File: src/design/cadp_pkg.sv
// Shared constants and types for the card address decode and status pin block.
package cadp_pkg;

    typedef enum logic [1:0] {
        MODE_PC_MEMORY,
        MODE_PC_IO,
        MODE_IDE_COMPATIBLE,
        MODE_UNUSED
    } cadp_mode_t;

    typedef enum logic [2:0] {
        SPACE_NONE,
        SPACE_CARD_INFO,
        SPACE_CONFIG_STATUS,
        SPACE_MEMORY_REGS,
        SPACE_IO_REGS,
        SPACE_TASKFILE,
        SPACE_CONTROL_BLOCK
    } cadp_space_t;

    typedef enum logic [2:0] {
        HS_IDLE,
        HS_SLAVE_ANNOUNCE,
        HS_MASTER_WAIT_PRESENT,
        HS_MASTER_WAIT_PASS,
        HS_DONE
    } cadp_hs_t;

    localparam int ADDR_W = 11;
    localparam int TF_IDX_W = 3;
    localparam int TIMER_W = 32;

    // Attribute space: bytes below this offset hold card information.
    localparam logic [10:0] CONFIG_SPACE_BASE = 11'h200;

    // Control block holds two task file slots, selected by the low address bits.
    localparam logic [2:0] CTRL_ALT_STATUS_IDX = 3'h6;

    // Insertion detect pins are grounded in every mode.
    localparam logic [1:0] INSERTION_DETECT_LEVEL = 2'h0;

    // Handshake windows, in milliseconds, with cycle counts at 100 MHz.
    localparam longint CLK_HZ = 100000000;
    localparam longint PRESENCE_WINDOW_MS = 450;
    localparam longint PASS_WINDOW_MS = 31000;
    localparam longint SLAVE_ACTIVE_HOLD_MS = 30000;
    localparam longint PRESENCE_WINDOW_CYC = PRESENCE_WINDOW_MS * CLK_HZ / 1000;
    localparam longint PASS_WINDOW_CYC = PASS_WINDOW_MS * CLK_HZ / 1000;
    localparam longint SLAVE_ACTIVE_HOLD_CYC = SLAVE_ACTIVE_HOLD_MS * CLK_HZ / 1000;

endpackage

File: src/design/cadp_dec_if.sv
// Carrier between the pin block and its address decoder.
interface cadp_dec_if;
    import cadp_pkg::*;

    cadp_mode_t mode;
    logic [ADDR_W-1:0] addr;
    logic attr_sel_n;
    logic io_access;
    logic sel0_n;
    logic sel1_n;
    cadp_space_t space;
    logic [ADDR_W-1:0] offset;

    modport requester (
        output mode, addr, attr_sel_n, io_access, sel0_n, sel1_n,
        input space, offset
    );

    modport decoder (
        input mode, addr, attr_sel_n, io_access, sel0_n, sel1_n,
        output space, offset
    );
endinterface

File: src/design/cadp_addr_dec.sv
// Combinational address decoder for all three host modes.
module cadp_addr_dec
    import cadp_pkg::*;
(
    cadp_dec_if.decoder dec
);

    always_comb begin
        dec.space = SPACE_NONE;
        dec.offset = '0;
        unique case (dec.mode)
            MODE_PC_MEMORY, MODE_PC_IO: begin
                if (!dec.sel0_n || !dec.sel1_n) begin
                    dec.offset = dec.addr;
                    if (dec.mode == MODE_PC_IO && dec.io_access && !dec.attr_sel_n) begin
                        dec.space = SPACE_IO_REGS;
                    end else if (dec.attr_sel_n) begin
                        dec.space = SPACE_MEMORY_REGS;
                    end else if (dec.addr < CONFIG_SPACE_BASE) begin
                        dec.space = SPACE_CARD_INFO;
                    end else begin
                        dec.space = SPACE_CONFIG_STATUS;
                    end
                end
            end
            MODE_IDE_COMPATIBLE: begin
                // Upper address lines never reach the offset in this mode.
                dec.offset = {{(ADDR_W-TF_IDX_W){1'b0}}, dec.addr[TF_IDX_W-1:0]};
                if (!dec.sel0_n && dec.sel1_n) begin
                    dec.space = SPACE_TASKFILE;
                end else if (dec.sel0_n && !dec.sel1_n
                             && dec.addr[TF_IDX_W-1:1] == CTRL_ALT_STATUS_IDX[2:1]) begin
                    dec.space = SPACE_CONTROL_BLOCK;
                end
            end
            default: begin
                dec.space = SPACE_NONE;
            end
        endcase
    end

endmodule

File: src/design/cadp_pins.sv
// Address decode, fixed pins, status-change and master/slave handshake pins.
module cadp_pins
    import cadp_pkg::*;
#(
    parameter longint PRESENCE_WINDOW = PRESENCE_WINDOW_CYC,
    parameter longint PASS_WINDOW = PASS_WINDOW_CYC,
    parameter longint SLAVE_ACTIVE_HOLD = SLAVE_ACTIVE_HOLD_CYC
)
(
    // Clock and reset
    input wire logic core_clk,
    input wire logic sys_rst,
    // Mode and host address side
    input wire logic [1:0] card_mode,
    input wire logic [ADDR_W-1:0] host_addr,
    input wire logic attr_sel_n,
    input wire logic io_access,
    input wire logic taskfile_select_n,
    input wire logic control_block_select_n,
    // Decode result
    output logic [2:0] dec_space,
    output logic [ADDR_W-1:0] dec_offset,
    // Core state for status change
    input wire logic ready_busy_state,
    input wire logic write_protect_state,
    input wire logic io_configured,
    input wire logic status_change_enable,
    input wire logic status_change_clear,
    output logic status_change_pending,
    // Pin 46: battery status one, status changed, pass diagnostic
    input wire logic diag_status_pin_i,
    output logic diag_status_pin_o,
    output logic diag_status_pin_oe,
    // Pin 45: battery status two, audio, drive active / slave present
    input wire logic active_audio_pin_i,
    output logic active_audio_pin_o,
    output logic active_audio_pin_oe,
    // Insertion detect pins
    output logic [1:0] insertion_detect_n,
    // Master/slave handshake, core side
    input wire logic cable_select_n,
    input wire logic handshake_start,
    input wire logic diag_done,
    input wire logic diag_passed,
    input wire logic drive_active,
    output logic slave_present,
    output logic slave_diag_passed,
    output logic handshake_done
);

    ////////////////////////////////////////////////////////////////////////
    // Address decode.

    cadp_dec_if dec_bus ();
    cadp_mode_t mode;
    cadp_space_t space_d;
    cadp_space_t space_q;
    logic [ADDR_W-1:0] offset_q;

    assign mode = cadp_mode_t'(card_mode);
    assign dec_bus.mode = mode;
    assign dec_bus.addr = host_addr;
    assign dec_bus.attr_sel_n = attr_sel_n;
    assign dec_bus.io_access = io_access;
    assign dec_bus.sel0_n = taskfile_select_n;
    assign dec_bus.sel1_n = control_block_select_n;
    assign space_d = dec_bus.space;

    cadp_addr_dec u_dec (
        .dec(dec_bus)
    );

    always_ff @(posedge core_clk or posedge sys_rst) begin
        if (sys_rst) begin
            space_q <= SPACE_NONE;
            offset_q <= '0;
        end else begin
            space_q <= space_d;
            offset_q <= dec_bus.offset;
        end
    end

    assign dec_space = space_q;
    assign dec_offset = offset_q;

    ////////////////////////////////////////////////////////////////////////
    // Status change detection.

    logic rdy_prev_q;
    logic rdy_prev_d;
    logic wp_prev_q;
    logic wp_prev_d;
    logic changed_q;
    logic changed_d;
    logic notify_n_q;
    logic notify_n_d;
    logic status_changed_n;

    always_comb begin
        rdy_prev_d = ready_busy_state;
        wp_prev_d = write_protect_state;
        changed_d = changed_q;
        if (status_change_clear) begin
            changed_d = 1'b0;
        end
        // A change in the clearing cycle still sets the flag.
        if (rdy_prev_q != ready_busy_state || wp_prev_q != write_protect_state) begin
            changed_d = 1'b1;
        end
        notify_n_d = !(changed_q && status_change_enable && io_configured);
    end

    always_ff @(posedge core_clk or posedge sys_rst) begin
        if (sys_rst) begin
            rdy_prev_q <= 1'b0;
            wp_prev_q <= 1'b0;
            changed_q <= 1'b0;
            notify_n_q <= 1'b1;
        end else begin
            rdy_prev_q <= rdy_prev_d;
            wp_prev_q <= wp_prev_d;
            changed_q <= changed_d;
            notify_n_q <= notify_n_d;
        end
    end

    assign status_changed_n = notify_n_q;
    assign status_change_pending = changed_q;

    ////////////////////////////////////////////////////////////////////////
    // Master/slave handshake.

    cadp_hs_t hs_q;
    cadp_hs_t hs_d;
    logic [TIMER_W-1:0] timer_q;
    logic [TIMER_W-1:0] timer_d;
    logic is_master_q;
    logic is_master_d;
    logic slave_present_q;
    logic slave_present_d;
    logic slave_ok_q;
    logic slave_ok_d;
    logic pass_drive_q;
    logic pass_drive_d;
    logic active_drive_q;
    logic active_drive_d;
    logic ide_mode;

    assign ide_mode = (mode == MODE_IDE_COMPATIBLE);

    always_comb begin
        hs_d = hs_q;
        timer_d = timer_q + 1'b1;
        is_master_d = is_master_q;
        slave_present_d = slave_present_q;
        slave_ok_d = slave_ok_q;
        pass_drive_d = pass_drive_q;
        active_drive_d = active_drive_q;
        if (!ide_mode) begin
            hs_d = HS_IDLE;
            timer_d = '0;
            pass_drive_d = 1'b0;
            active_drive_d = 1'b0;
        end else if (handshake_start) begin
            // Strap is caught here, after reset has gone.
            is_master_d = !cable_select_n;
            timer_d = '0;
            slave_present_d = 1'b0;
            slave_ok_d = 1'b0;
            pass_drive_d = 1'b0;
            active_drive_d = cable_select_n;
            hs_d = cable_select_n ? HS_SLAVE_ANNOUNCE : HS_MASTER_WAIT_PRESENT;
        end else begin
            unique case (hs_q)
                HS_IDLE: begin
                    timer_d = '0;
                end
                HS_SLAVE_ANNOUNCE: begin
                    if (diag_done) begin
                        pass_drive_d = diag_passed;
                    end
                    if (diag_done || timer_q >= TIMER_W'(SLAVE_ACTIVE_HOLD - 1)) begin
                        active_drive_d = 1'b0;
                        hs_d = HS_DONE;
                    end
                end
                HS_MASTER_WAIT_PRESENT: begin
                    if (!active_audio_pin_i) begin
                        slave_present_d = 1'b1;
                        timer_d = '0;
                        hs_d = HS_MASTER_WAIT_PASS;
                    end else if (timer_q >= TIMER_W'(PRESENCE_WINDOW - 1)) begin
                        hs_d = HS_DONE;
                    end
                end
                HS_MASTER_WAIT_PASS: begin
                    if (!diag_status_pin_i) begin
                        slave_ok_d = 1'b1;
                        hs_d = HS_DONE;
                    end else if (timer_q >= TIMER_W'(PASS_WINDOW - 1)) begin
                        hs_d = HS_DONE;
                    end
                end
                HS_DONE: begin
                    timer_d = timer_q;
                    active_drive_d = drive_active;
                end
            endcase
        end
    end

    always_ff @(posedge core_clk or posedge sys_rst) begin
        if (sys_rst) begin
            hs_q <= HS_IDLE;
            timer_q <= '0;
            is_master_q <= 1'b0;
            slave_present_q <= 1'b0;
            slave_ok_q <= 1'b0;
            pass_drive_q <= 1'b0;
            active_drive_q <= 1'b0;
        end else begin
            hs_q <= hs_d;
            timer_q <= timer_d;
            is_master_q <= is_master_d;
            slave_present_q <= slave_present_d;
            slave_ok_q <= slave_ok_d;
            pass_drive_q <= pass_drive_d;
            active_drive_q <= active_drive_d;
        end
    end

    assign slave_present = slave_present_q;
    assign slave_diag_passed = slave_ok_q;
    assign handshake_done = (hs_q == HS_DONE);

    ////////////////////////////////////////////////////////////////////////
    // Pin drivers.

    always_comb begin
        diag_status_pin_o = 1'b1;
        diag_status_pin_oe = 1'b0;
        active_audio_pin_o = 1'b1;
        active_audio_pin_oe = 1'b0;
        unique case (mode)
            MODE_PC_MEMORY: begin
                diag_status_pin_oe = 1'b1;
                active_audio_pin_oe = 1'b1;
            end
            MODE_PC_IO: begin
                diag_status_pin_o = status_changed_n;
                diag_status_pin_oe = 1'b1;
                active_audio_pin_oe = 1'b1;
            end
            MODE_IDE_COMPATIBLE: begin
                // Both handshake lines are open drain: only ever pulled low.
                diag_status_pin_o = 1'b0;
                diag_status_pin_oe = pass_drive_q && !is_master_q;
                active_audio_pin_o = 1'b0;
                active_audio_pin_oe = active_drive_q;
            end
            default: begin
                diag_status_pin_oe = 1'b0;
            end
        endcase
    end

    assign insertion_detect_n = INSERTION_DETECT_LEVEL;

endmodule

File: config.mk
export PLATFORM = sky130hd
export DESIGN_NAME = cadp_pins
export DESIGN_NICKNAME = d
export VERILOG_FILES = /design/src/design/cadp_pkg.sv /design/src/design/cadp_dec_if.sv /design/src/design/cadp_addr_dec.sv /design/src/design/cadp_pins.sv
export SDC_FILE = /design/constraint.sdc
export NUM_CORES = 1
export LEC_CHECK = 0
export BUFFER_PORTS_ARGS = -buffer_cell sky130_fd_sc_hd__buf_2
export CAP_MARGIN = 20
export CORE_MARGIN = 2
export CORE_UTILIZATION = 25
export CTS_CLUSTER_SIZE = 12
export DETAILED_ROUTE_END_ITERATION = 8
export PLACE_DENSITY = 0.5
export SYNTH_ARGS = -nofsm -noshare
export SYNTH_HDL_FRONTEND = slang
export SYNTH_SLANG_ARGS = --single-unit
File: constraint.sdc
create_clock -name core_clk -period 2.25 [get_ports core_clk]
set_input_delay 0.45 -clock core_clk [delete_from_list [all_inputs] [get_ports core_clk]]
set_output_delay 0.45 -clock core_clk [all_outputs]
set_load 0.05 [all_outputs]
==> impl_metrics.json <==
{
  "outcome": "finished clean",
  "die_area_um2": 13300,
  "busiest_layer": "met2",
  "cts_resized": 0,
  "synth_top_family_by_area": "simple AND/OR/NAND/NOR gates",
  "synth_top_area_share_pct": 46.04,
  "fin_worst_hold_slack_ps": 165.8,
  "cp.required_ps": 1800,
  "io_pins": 55,
  "synth_cells": 337,
  "setup_viol": 0,
  "antenna_found_initial": 0,
  "core_area_um2": 12060,
  "fin_crit_ps": 2156,
  "max_stage_delay_ps": 560,
  "synth_edf_count": 0,
  "synth_ff_type": "dfrtp_1",
  "tightest_slew_ps": 656.7,
  "yosysWarningCount": 0,
  "grtUsageMet1_pct": 15.48,
  "start_kind": "register",
  "grt.met2_usage_pct": 18.25,
  "clkTransAtPathRegs_ps": 50,
  "yosysMostFrequentCell": "dfrtp_1",
  "synth-async-reset-ratio_pct": 100.0,
  "finalNetCount": 432,
  "wl_um": 7278,
  "synthTopCellsByCount": "57 x dfrtp_1, 49 x nor2_1, 24 x nand3_1",
  "dpl.hpwl_um": 5353,
  "synth_top_area_cell": "dfrtp_1",
  "finalHoldViolations": 0,
  "synth_mux_area_share_pct": 0.9693,
  "crit_fanout": 8,
  "critPathSlowestCell": "or3b_2",
  "rows": 40,
  "drc": 0,
  "fp.dieW_um": 115.3,
  "rsz0062_at_grt": "false",
  "die_h_um": 115.3,
  "cp_cell_sequence": "or3b_2 > inv_1 > buf_4",
  "ys_seq_area_share_pct": 46.89,
  "maxCapViolCount": 0,
  "synth.area.top_cells": "dfrtp_1 46%, nor2_1 5.9%, xor2_1 5.7%",
  "fin_skew_ps": 5.718,
  "reg2regPathDepth": 7,
  "fin_crit_sh_pct": 95.84,
  "syn_avg_cell_area_um2": 9.193,
  "leakage_nw": 1.675,
  "drive_gt1_share_pct": 23.46,
  "tritoncts": "built",
  "fillers": 1277,
  "syn_area_um2": 3098,
  "synth-adder-area-share_pct": 0.4039,
  "timing.fmax_mhz": 463.8,
  "stdcell_count": 573,
  "hold_buffers": 0,
  "slew_headroom_pct": 55.89,
  "grt_pass1_vias": 2533,
  "cts_buffer_depth": 2,
  "worstSetupPathType": "reg2out",
  "power.density_nw_per_um2": 709.1,
  "wl_per_cell_um": 12.70,
  "yosysUniqueCellTypes": 52,
  "num_antenna_cells": 0,
  "via_per_inst": 4.490,
  "syn_to_final_growth_pct": 27.10,
  "first_iter_violations": 144,
  "use_met3_pct": 2.056,
  "track_usage_pct": 11.41,
  "clock-sinks": 58,
  "postCtsSetupRepairBufs": 0,
  "vias": 2573,
  "regArea_um2": 1453,
  "synth_xor_area_share_pct": 9.047,
  "multi_input_area_um2": 1495,
  "ant_nets": 0,
  "insertion_delay_ps": 320,
  "drv_slew": 0,
  "worst-endpoint-arrival_ps": 1710,
  "synth_compound_area_share_pct": 9.733,
  "overflow": 0,
  "dp.cells": 557,
  "cp-end-kind": "primary output",
  "place_congestion": 0.8239,
  "hold_class": "in2async",
  "root_buffer": "clkbuf_16",
  "ir_drop_v": 0.0004154,
  "ys_ff_latch": 58,
  "firstDrtPassIters": 4,
  "tns_ps": 0,
  "h-tree-depth": 3,
  "numCtsBuffers": 9,
  "yosys.area_share.simple_pct": 27.87,
  "start_util_pct": 25.68,
  "grt_pass1_wl_um": 12140,
  "io_buffer_count": 52,
  "grt_max_degree": 37
}
-- per-layer routing --
layer  up-vias  part of all wire [%]
met5         -                     0
met4         0                   1.5
met3        12                   2.4
met2        29                    49
met1      1234                    47
li1       1298                     -
-- area by class of cell --
cell class                      count  share of cell area [%]
Multi-Input combinational cell    248                   37.97
Tap cell                          168                   5.338
Inverter                           13                   1.239
Sequential cell                    58                   36.89
Clock buffer                       11                   6.165
Timing Repair Buffer               70                   10.42
Clock inverter                      5                   1.970
-- cell families after synthesis --
| family | Yosys count |
|---|---|
| simple gates | 163 |
| xor+xnor | 32 |
| buf+inv | 32 |
| other cells | 1 |
| flops | 58 |
| fa+ha+maj | 1 |
| mux | 3 |
| compound gates | 47 |
-- sequential cells by signal, summed over array words and instances, names as in the netlist --
signal,flops
timer_q,32
dec_offset,11
dec_space,3
hs_q,3
active_drive_q,1
is_master_q,1
notify_n_q,1
pass_drive_q,1
rdy_prev_q,1
slave_diag_passed,1
slave_present,1
status_change_pending,1
wp_prev_q,1
-- cells in the final DEF, fill, tap and decap left out, types with 2 or more instances in the layout --
master     synthesis  layout
a21oi_1           14      14
a31o_2             2       2
a31oi_1            3       3
and2_1            12      12
and3_1             5       5
and4_1             2       2
buf_2              7      51
buf_4              2      18
bufinv_16          0       2
clkbuf_16          0       9
clkinv_2           0       2
conb_1             1       2
dfrtp_1           57      57
inv_1             13      12
mux2i_1            3       3
nand2_1           23      23
nand2b_1           2       2
nand3_1           24      24
nand4_1            8       8
nor2_1            49      49
nor2b_1            5       5
nor3_1            11      11
nor3b_1            3       3
nor4_1             5       5
nor4_4             2       2
o21ai_0           11      11
o221ai_1           2       2
o31ai_1            4       4
o41ai_1            3       3
or3_1              2       2
xnor2_1           12      12
xor2_1            20      20
-- power breakdown --
| group | leakage, nW | internal, W | switching (W) | total, W |
|---|---|---|---|---|
| logic | 0.738 | 0.0000732 | 0.000177 | 0.000250 |
| registers | 0.781 | 0.00107 | 0.0000108 | 0.00108 |
| clock network | 0.156 | 0.000995 | 0.000465 | 0.00146 |
| total | 1.67 | 0.00214 | 0.000653 | 0.00279 |
-- critical path: cells and delay by family, from the launching register on --
| kind | cells | cell delay [ps] |
|---|---|---|
| flip-flops | 1 | 450 |
| buffers and inverters | 2 | 380 |
| AND/OR/NAND/NOR | 1 | 560 |
-- through the flow --
step	worst slack, ps	instance area [um^2]	total power (W)	utilization, %
6_report	93.69	3938	0.002792	32.65
5_1_grt	16.89	3938	0.002896	32.65
4_1_cts	15.57	3935	0.002831	32.62
3_5_place_dp	161.9	3615	0.001354	29.97
3_3_place_gp	171.3	3615	0.001351	29.97
2_1_floorplan	98.17	3102	0.001270	-
-- path summary, 6_finish.rpt --
kind                                             from              to  slack (ps)
worst max-delay path                          hs_q[0]  handshake_done          90
worst min-delay path                          sys_rst   dec_offset[4]         170
worst max register to register                hs_q[0]     timer_q[14]         240
worst min register to register  status_change_pending      notify_n_q         430
max in group asynchronous                     sys_rst      timer_q[0]        1500
min in group core_clk             write_protect_state       wp_prev_q         270
Power figures use the tool's default switching activity.
